<file path="src/logic/timer8_pwm_pkg.sv">
// constants shared by the 8-bit pwm timer and its output channels
// assumes one clock domain; software reaches the registers over avalon-mm
package timer8_pwm_pkg;
    localparam logic [4:0] OFF_CTRL = 5'h00;
    localparam logic [4:0] OFF_CMPA = 5'h04;
    localparam logic [4:0] OFF_CMPB = 5'h08;
    localparam logic [4:0] OFF_COUNT = 5'h0C;
    localparam logic [4:0] OFF_STATUS = 5'h10;

    // control register fields
    localparam int MODE_LSB = 0;
    localparam int ACTB_LSB = 4;
    localparam int ACTA_LSB = 6;
    // status register fields
    localparam int OVF_BIT = 0;
    localparam int CMPA_BIT = 1;
    localparam int CMPB_BIT = 2;

    localparam logic [7:0] CTRL_RESET = 8'h00;
    localparam logic [7:0] CMP_RESET = 8'h00;
    localparam logic [7:0] COUNT_RESET = 8'h00;
    localparam logic [2:0] STATUS_RESET = 3'h0;

    localparam logic [2:0] MODE_PC_MAX = 3'h1;
    localparam logic [2:0] MODE_FAST_MAX = 3'h3;
    localparam logic [2:0] MODE_PC_CMPA = 3'h5;
    localparam logic [2:0] MODE_FAST_CMPA = 3'h7;

    localparam logic [1:0] ACT_OFF = 2'h0;
    localparam logic [1:0] ACT_TOGGLE = 2'h1;
    localparam logic [1:0] ACT_NONINV = 2'h2;
    localparam logic [1:0] ACT_INV = 2'h3;

    localparam logic [7:0] COUNT_MAX = 8'hFF;
    localparam logic [7:0] COUNT_BOTTOM = 8'h00;
endpackage : timer8_pwm_pkg

</file>
<file path="src/logic/wave_channel.sv">
// one compare output channel: next level of the wave output per tick
// assumes the caller gates tick with its clock enable and supplies match timing
`timescale 1ns/1ps
`default_nettype none
module wave_channel (
    input wire logic clk,
    input wire logic rst_n,
    input wire logic tick,
    input wire logic fastMode,
    input wire logic pcMode,
    input wire logic toggleOk,
    input wire logic [1:0] action,
    input wire logic [7:0] count,
    input wire logic [7:0] cmp,
    input wire logic [7:0] top,
    input wire logic atTop,
    input wire logic dirUp,
    input wire logic noMatch,
    output logic wave
);
    logic waveNext;
    wire logic match = (count == cmp) && !noMatch;
    wire logic inv = (action == timer8_pwm_pkg::ACT_INV);
    wire logic pwmAct = action[1];
    wire logic toggle = (action == timer8_pwm_pkg::ACT_TOGGLE) && toggleOk;
    // bottom counts as up-going so compare zero never makes a spike in phase correct
    wire logic upward = dirUp || (count == timer8_pwm_pkg::COUNT_BOTTOM);

    // level an up-counting match leaves behind
    function automatic logic upLevel(input logic inverted);
        upLevel = inverted;
    endfunction : upLevel

    always_comb begin
        waveNext = wave;
        if (toggle && match && (fastMode || pcMode)) begin
            waveNext = !wave;
        end else if (pwmAct && fastMode) begin
            if (atTop) begin
                waveNext = !upLevel(inv);
            end else if (match) begin
                waveNext = upLevel(inv);
            end
        end else if (pwmAct && pcMode) begin
            if (atTop && dirUp) begin
                // at top: a compare equal to top keeps the down level, else the up result
                waveNext = (cmp == top) ? !upLevel(inv) : upLevel(inv);
            end else if (match) begin
                waveNext = upward ? upLevel(inv) : !upLevel(inv);
            end
        end
    end

    always_ff @(posedge clk or negedge rst_n) begin
        if (!rst_n) begin
            wave <= 1'b0;
        end else if (tick) begin
            wave <= waveNext;
        end
    end
endmodule : wave_channel
`default_nettype wire

</file>
<file path="src/logic/timer8_pwm.sv">
// 8-bit timer with fast and phase correct pwm, two compare output channels
// assumes timerTick comes from a prescaler on ref_clk; avalon-mm slave with waitrequest
`timescale 1ns/1ps
`default_nettype none
module timer8_pwm (
    input wire logic ref_clk,
    input wire logic reset_n,
    input wire logic clkEn,
    input wire logic timerTick,
    input wire logic [4:0] address,
    input wire logic read,
    input wire logic write,
    input wire logic [31:0] writedata,
    output logic [31:0] readdata,
    output logic waitrequest,
    output logic waveOutA,
    output logic waveOutB,
    output logic overrideA,
    output logic overrideB,
    output logic overflowFlag
);
    logic rstPipe_n;
    logic rstSync_n;
    logic [7:0] ctrl_reg;
    logic [7:0] cmpABuf_reg;
    logic [7:0] cmpBBuf_reg;
    logic [7:0] cmpA_reg;
    logic [7:0] cmpB_reg;
    logic [7:0] count_reg;
    logic [7:0] count_next;
    logic dirUp_reg;
    logic dirUp_next;
    logic block_reg;
    logic [2:0] status_reg;
    logic [2:0] status_next;
    logic [31:0] readdata_reg;
    logic wait_reg;
    logic overrideA_reg;
    logic overrideB_reg;

    always_ff @(posedge ref_clk or negedge reset_n) begin
        if (!reset_n) begin
            rstPipe_n <= 1'b0;
            rstSync_n <= 1'b0;
        end else begin
            rstPipe_n <= 1'b1;
            rstSync_n <= rstPipe_n;
        end
    end

    // mode decode
    wire logic [2:0] mode = ctrl_reg[timer8_pwm_pkg::MODE_LSB +: 3];
    wire logic [1:0] actA = ctrl_reg[timer8_pwm_pkg::ACTA_LSB +: 2];
    wire logic [1:0] actB = ctrl_reg[timer8_pwm_pkg::ACTB_LSB +: 2];
    wire logic fastMode = (mode == timer8_pwm_pkg::MODE_FAST_MAX)
        || (mode == timer8_pwm_pkg::MODE_FAST_CMPA);
    wire logic pcMode = (mode == timer8_pwm_pkg::MODE_PC_MAX)
        || (mode == timer8_pwm_pkg::MODE_PC_CMPA);
    wire logic pwmMode = fastMode || pcMode;
    // modes 5 and 7 take top from compare a, 1 and 3 from the 8-bit maximum
    wire logic [7:0] top = mode[2] ? cmpA_reg : timer8_pwm_pkg::COUNT_MAX;
    wire logic tick = clkEn && timerTick;
    wire logic atTop = (count_reg == top);
    wire logic atBottom = (count_reg == timer8_pwm_pkg::COUNT_BOTTOM);
    // compare buffers load at top (phase correct) or at the wrap (fast)
    wire logic updPoint = !pwmMode || (tick && atTop && dirUp_reg);
    // at the update tick the channels already judge against the incoming value
    wire logic [7:0] cmpAEff = updPoint ? cmpABuf_reg : cmpA_reg;
    wire logic [7:0] cmpBEff = updPoint ? cmpBBuf_reg : cmpB_reg;

    // bus decode; an access completes in the cycle waitrequest is low
    wire logic access = (read || write) && !wait_reg;
    wire logic wrEn = write && !wait_reg;
    wire logic wrCtrl = wrEn && (address == timer8_pwm_pkg::OFF_CTRL);
    wire logic wrCmpA = wrEn && (address == timer8_pwm_pkg::OFF_CMPA);
    wire logic wrCmpB = wrEn && (address == timer8_pwm_pkg::OFF_CMPB);
    wire logic wrCount = wrEn && (address == timer8_pwm_pkg::OFF_COUNT);
    wire logic wrStatus = wrEn && (address == timer8_pwm_pkg::OFF_STATUS);
    wire logic [31:0] readValue =
        (address == timer8_pwm_pkg::OFF_CTRL) ? {24'h000000, ctrl_reg} :
        (address == timer8_pwm_pkg::OFF_CMPA) ? {24'h000000, cmpABuf_reg} :
        (address == timer8_pwm_pkg::OFF_CMPB) ? {24'h000000, cmpBBuf_reg} :
        (address == timer8_pwm_pkg::OFF_COUNT) ? {24'h000000, count_reg} :
        (address == timer8_pwm_pkg::OFF_STATUS) ? {29'h00000000, status_reg} :
        32'h00000000;

    // counter sequencing
    wire logic [7:0] countInc = count_reg + 8'h01;
    wire logic [7:0] countDec = count_reg - 8'h01;
    always_comb begin
        count_next = count_reg;
        dirUp_next = dirUp_reg;
        if (fastMode) begin
            count_next = atTop ? timer8_pwm_pkg::COUNT_BOTTOM : countInc;
            dirUp_next = 1'b1;
        end else if (pcMode) begin
            if (dirUp_reg) begin
                // top stands for this one tick, then the count turns down
                count_next = atTop ? (atBottom ? count_reg : countDec) : countInc;
                dirUp_next = !atTop;
            end else begin
                count_next = atBottom ? (atTop ? count_reg : countInc) : countDec;
                dirUp_next = atBottom;
            end
        end
    end

    // sticky flags; a set in the same cycle as a clear wins
    wire logic ovfSet = tick && ((fastMode && atTop) || (pcMode && !dirUp_reg && atBottom));
    wire logic matchA = tick && pwmMode && !block_reg && (count_reg == cmpAEff);
    wire logic matchB = tick && pwmMode && !block_reg && (count_reg == cmpBEff);
    wire logic [2:0] setBits = {matchB, matchA, ovfSet};
    wire logic [2:0] clrBits = wrStatus ? writedata[2:0] : 3'h0;
    assign status_next = (status_reg & ~clrBits) | setBits;

    always_ff @(posedge ref_clk or negedge rstSync_n) begin
        if (!rstSync_n) begin
            count_reg <= timer8_pwm_pkg::COUNT_RESET;
            dirUp_reg <= 1'b1;
            block_reg <= 1'b0;
        end else if (clkEn) begin
            if (wrCount) begin
                count_reg <= writedata[7:0];
            end else if (tick) begin
                count_reg <= count_next;
                dirUp_reg <= dirUp_next;
            end
            // a counter write masks compare matches for the following tick
            block_reg <= wrCount || (block_reg && !tick);
        end
    end

    always_ff @(posedge ref_clk or negedge rstSync_n) begin
        if (!rstSync_n) begin
            ctrl_reg <= timer8_pwm_pkg::CTRL_RESET;
            cmpABuf_reg <= timer8_pwm_pkg::CMP_RESET;
            cmpBBuf_reg <= timer8_pwm_pkg::CMP_RESET;
        end else if (clkEn) begin
            if (wrCtrl) begin
                ctrl_reg <= {writedata[7:4], 1'b0, writedata[2:0]};
            end
            if (wrCmpA) begin
                cmpABuf_reg <= writedata[7:0];
            end
            if (wrCmpB) begin
                cmpBBuf_reg <= writedata[7:0];
            end
        end
    end

    always_ff @(posedge ref_clk or negedge rstSync_n) begin
        if (!rstSync_n) begin
            cmpA_reg <= timer8_pwm_pkg::CMP_RESET;
            cmpB_reg <= timer8_pwm_pkg::CMP_RESET;
        end else if (clkEn && updPoint) begin
            cmpA_reg <= cmpABuf_reg;
            cmpB_reg <= cmpBBuf_reg;
        end
    end

    always_ff @(posedge ref_clk or negedge rstSync_n) begin
        if (!rstSync_n) begin
            status_reg <= timer8_pwm_pkg::STATUS_RESET;
            readdata_reg <= 32'h00000000;
            wait_reg <= 1'b1;
            overrideA_reg <= 1'b0;
            overrideB_reg <= 1'b0;
        end else if (clkEn) begin
            status_reg <= status_next;
            readdata_reg <= readValue;
            wait_reg <= !((read || write) && wait_reg);
            // pin override only; the pin direction stays with software
            overrideA_reg <= (actA != timer8_pwm_pkg::ACT_OFF);
            overrideB_reg <= (actB != timer8_pwm_pkg::ACT_OFF);
        end
    end

    wave_channel chanA (
        .clk(ref_clk),
        .rst_n(rstSync_n),
        .tick(tick),
        .fastMode(fastMode),
        .pcMode(pcMode),
        .toggleOk(mode[2]),
        .action(actA),
        .count(count_reg),
        .cmp(cmpAEff),
        .top(top),
        .atTop(atTop),
        .dirUp(dirUp_reg),
        .noMatch(block_reg),
        .wave(waveOutA)
    );

    // channel b has no toggle option
    wave_channel chanB (
        .clk(ref_clk),
        .rst_n(rstSync_n),
        .tick(tick),
        .fastMode(fastMode),
        .pcMode(pcMode),
        .toggleOk(1'b0),
        .action(actB),
        .count(count_reg),
        .cmp(cmpBEff),
        .top(top),
        .atTop(atTop),
        .dirUp(dirUp_reg),
        .noMatch(block_reg),
        .wave(waveOutB)
    );

    assign readdata = readdata_reg;
    assign waitrequest = wait_reg;
    assign overrideA = overrideA_reg;
    assign overrideB = overrideB_reg;
    assign overflowFlag = status_reg[timer8_pwm_pkg::OVF_BIT];
endmodule : timer8_pwm
`default_nettype wire

</file>
<file path="config.mk">
export PLATFORM = sky130hd
export DESIGN_NAME = timer8_pwm
export DESIGN_NICKNAME = d
export VERILOG_FILES = /design/src/logic/timer8_pwm_pkg.sv /design/src/logic/wave_channel.sv /design/src/logic/timer8_pwm.sv
export SDC_FILE = /design/constraint.sdc
export NUM_CORES = 1
export LEC_CHECK = 0
export ABC_CLOCK_PERIOD_IN_PS = 3900
export BUFFER_PORTS_ARGS = -buffer_cell sky130_fd_sc_hd__buf_2
export CAP_MARGIN = 20
export CORE_MARGIN = 1
export CORE_UTILIZATION = 40
export DETAILED_ROUTE_END_ITERATION = 6
export PLACE_DENSITY_LB_ADDON = 0.05
export SETUP_SLACK_MARGIN = 0.3
export SLEW_MARGIN = 10
export SYNTH_ARGS = -nofsm -noshare
export SYNTH_HDL_FRONTEND = slang
export SYNTH_SLANG_ARGS = --single-unit
</file>
<file path="constraint.sdc">
create_clock -name ref_clk -period 3.9 [get_ports ref_clk]
set_input_delay 0.78 -clock ref_clk [delete_from_list [all_inputs] [get_ports ref_clk]]
set_output_delay 0.78 -clock ref_clk [all_outputs]
set_load 0.02 [all_outputs]
</file>
==> results.py <==
metrics = {
    "status": {
        "outcome": "finished, violations left",
        "violations": "design-rule violations",
    },
    "setup_path": {
        "timing.setup.critical_path_class": "reg2reg",
        "worst_ep_required_time_ns": 4.16,
        "path_max_fanout": 11,
        "timing.critical_path.from": "count_reg[7]$_DFFE_PN0P_",
        "cpLargestDelayFamily": "compound AO/OA/AOI/OAI gates",
        "cp.buffers_inverters": 2,
        "r2r_setup_slack_ns": 0.64,
        "critical_path.cell_chain": "xor2_1 > o22ai_1 > o32ai_2 > o31ai_4 > buf_12 > buf_4 > mux2i_1 > xnor2_1 > nor3_1 > a41o_1 > nor2_1 > a31oi_1",
        "cp_num_cells": 12,
        "critical-path-max-stage-delay_ns": 0.74,
        "startpoint_type": "register",
        "worst-endpoint-arrival_ns": 3.52,
        "critical_path.reg2reg.startpoint": "count_reg[7]$_DFFE_PN0P_",
        "r2r.worst_path.cells": 12,
        "critPathCaptureType": "register",
        "timing.critical_path.slowest_stage_cell": "dfrtp_1",
        "crit-reg2reg-capture": "chanB.wave$_DFFE_PN0P_",
    },
    "logic_synthesis": {
        "yosys.area.top_type": "dfrtp_1",
        "top_area_cells_in_the_synthesized_netlist": "dfrtp_1 33%, mux2_2 8.5%, nand2_1 5.1%",
        "synth.area.mux_share_pct": 14.3,
        "yosys_most_used_dff": "dfrtp_1",
        "synthMostInstantiatedCell": "nand2_1",
        "yosys_warnings": 0,
        "synth-edff-count": 0,
        "synth_cell_types": 71,
        "post-synth-top-area-fraction_pct": 33.3,
        "synth.ff_latch_count": 67,
        "synth_compound_area_share_pct": 17.9,
        "synth_fa_ha_area_share_pct": 0.768,
        "postSynth.asyncResetShare_pct": 100,
        "synth_simple_gate_area_share_pct": 16.4,
        "synth.avg_cell_area_um2": 8.89,
        "xor_and_xnor_fraction_of_the_mapped_netlist_area_pct": 7.17,
        "largest_family_of_logic_cells_by_synthesized_area": "compound AO/OA/AOI/OAI gates",
        "netlist_instances": 550,
        "synth.cells.most_frequent": "66 x nand2_1, 65 x dfrtp_1, 37 x mux2_2, 33 x a21oi_1, 31 x nor2_1",
        "synthesis.area_mm2": 0.00489,
        "yosysSeqAreaShare_pct": 34.3,
    },
    "timing": {
        "post-route-min-period_ns": 3.26,
        "setup_repair_after_global_routing_missed_its_margin": "false",
        "worstMarginPinSlew_ns": 0.956,
        "final-setup-viol-count": 0,
        "finalMaxSlewViolations": 0,
        "maxClockFrequency_mhz": 307,
        "finalClockSkew_ns": 0.00927,
        "slew_headroom_pct": 36.3,
        "final_worst_path_cycle_share_pct": 83.6,
        "timing.setup.tns_ns": 0,
        "final_hold_viol_count": 0,
    },
    "route": {
        "vias": 4257,
        "detailedRoute.firstIterationViolations": 377,
        "drt_pre_antenna_iters": 7,
        "drt.antenna.violating_nets": 0,
        "drcViolationCount": 3,
        "detail_route.wl_per_cell_um": 21.1,
        "detail_route.vias_per_cell": 5.86,
        "postRouteWirelength_um": 15400,
    },
    "floorplan": {
        "rows": 40,
        "fp.dieH_um": 113,
        "die_x_um": 113,
        "core_mm2": 0.0120,
        "start_util_pct": 40.9,
        "die_area_mm2": 0.0127,
        "floorplan.io_pins": 81,
    },
    "clock_network": {
        "clock_tree_buf_depth": 2,
        "tritoncts_clock_tree": "done",
        "clkLatencyLatePin_ns": 0.35,
        "cts-root-buf": "clkbuf_16",
        "clkTransAtPathRegs_ns": 0.06,
        "cts_hold_buffers": 0,
        "cts.sinks": 67,
        "tritoncts.num_buffers": 9,
        "clock_tree.htree_level_count": 3,
    },
    "layout": {
        "final_net_count": 621,
        "fillerInstances": 1187,
        "final-seq-area_mm2": 0.00168,
        "multi_input_comb_area_mm2": 0.00286,
        "post-route-util_pct": 45.3,
        "antenna_cells": 0,
        "drive_above_1_share_pct": 21.4,
        "area.growth.synth_to_final_pct": 10.8,
    },
    "global_route": {
        "first_global_vias": 4029,
        "globalRouteOverflowTotal": 0,
        "track_usage_pct": 25.6,
        "grt_max_degree": 43,
        "first_pass_grt_wire_length_um": 23900,
        "grt_antenna_before_repair": 0,
    },
    "place": {
        "dp_hpwl_um": 11500,
        "finalWeightedCongestion": 0.907,
        "buffer_ports.inserted": 32,
    },
    "power_and_ir_drop": {
        "vdd_ir_drop_max_mv": 0.256,
        "power_density_mw_per_mm2": 553,
        "p_leak_nw": 2.36,
        "p_total_w": 0.00300,
    },
    "flow_run": {
        "maxCapViolCount": 0,
    },
    "worst_hold_path": {
        "worstHoldPathType": "in2async",
    },
}
==> routing by layer <==
layer  wire length [um]  vias to the layer above  part of all wire (%)  global-route usage [%]
li1                   -                     1988                     -                       -
met3               1010                       33                   6.6                    4.48
met2               6770                      178                    44                    38.4
met1               7120                     2058                    46                    35.8
met5                  0                        -                     0                       0
met4                475                        0                   3.1                    12.2
==> how the worst max path moves through the flow <==
stage                                  to  slack, ns
2_1_floorplan  cmpABuf_reg[3]$_DFFE_PN0P_       1.14
3_3_place_gp       chanB.wave$_DFFE_PN0P_       0.44
3_5_place_dp       chanB.wave$_DFFE_PN0P_       0.44
4_1_cts            chanB.wave$_DFFE_PN0P_       0.39
5_1_grt            chanB.wave$_DFFE_PN0P_       0.47
6_report           chanB.wave$_DFFE_PN0P_       0.64
==> final cells by class <==
class | instances | share of cell area [%]
multi-input cells | 422 | 52.8
clock inverters | 7 | 0.947
clock buffers | 9 | 4.16
inverters | 22 | 1.52
flip-flops and latches | 67 | 31.0
repair buffers | 53 | 6.10
well taps | 147 | 3.40
==> per-stage QoR <==
step | setup slack (ns) | area (um2) | std cells | hold WS, ns
6_report | 0.640 | 5420 | 727 | 0.204
5_1_grt | 0.470 | 5420 | 727 | 0.205
4_1_cts | 0.389 | 5390 | 725 | 0.201
3_5_place_dp | 0.440 | 5110 | 709 | 0.339
3_3_place_gp | 0.436 | 5100 | 708 | 0.338
2_1_floorplan | 1.14 | 4970 | 573 | 0.331
==> cell usage in the layout (no fill, tap or decap), types with 5 or more instances in the layout <==
cell        n
mux2i_1    18
dfrtp_1    63
nor2b_1     6
o22ai_1     6
o21ai_0    25
nor4_1      5
a211oi_1    7
mux2_2     37
o2bb2ai_1   6
nand2_1    66
buf_2      32
inv_1      21
nand3_1    13
xor2_1     18
conb_1     25
a21oi_1    33
nand2b_1    5
clkbuf_16   9
nor2_1     31
a31oi_1     9
nor3_1     13
xnor2_1    22
buf_4      20
==> power by group <==
group | leakage (nW) | switching (W) | internal (W)
sequential | 0.858 | 0.000237 | 0.000796
combinational | 1.36 | 0.000694 | 0.000499
clock | 0.132 | 0.000339 | 0.000433
==> kinds of logic (layout without fill, tap and decap cells) <==
family,after synthesis,after routing
other cells,2,25
mux,60,60
flops,67,67
xor+xnor,40,40
buf+inv,84,91
compound gates,128,128
fa+ha+maj,3,3
simple gates,166,166
==> what timing repair did <==
action	CTS	global route
setup endpoints to repair	0	2
resized for setup	0	1
buffers inserted	0	2
No activity file was read; power rests on OpenSTA's default activity.
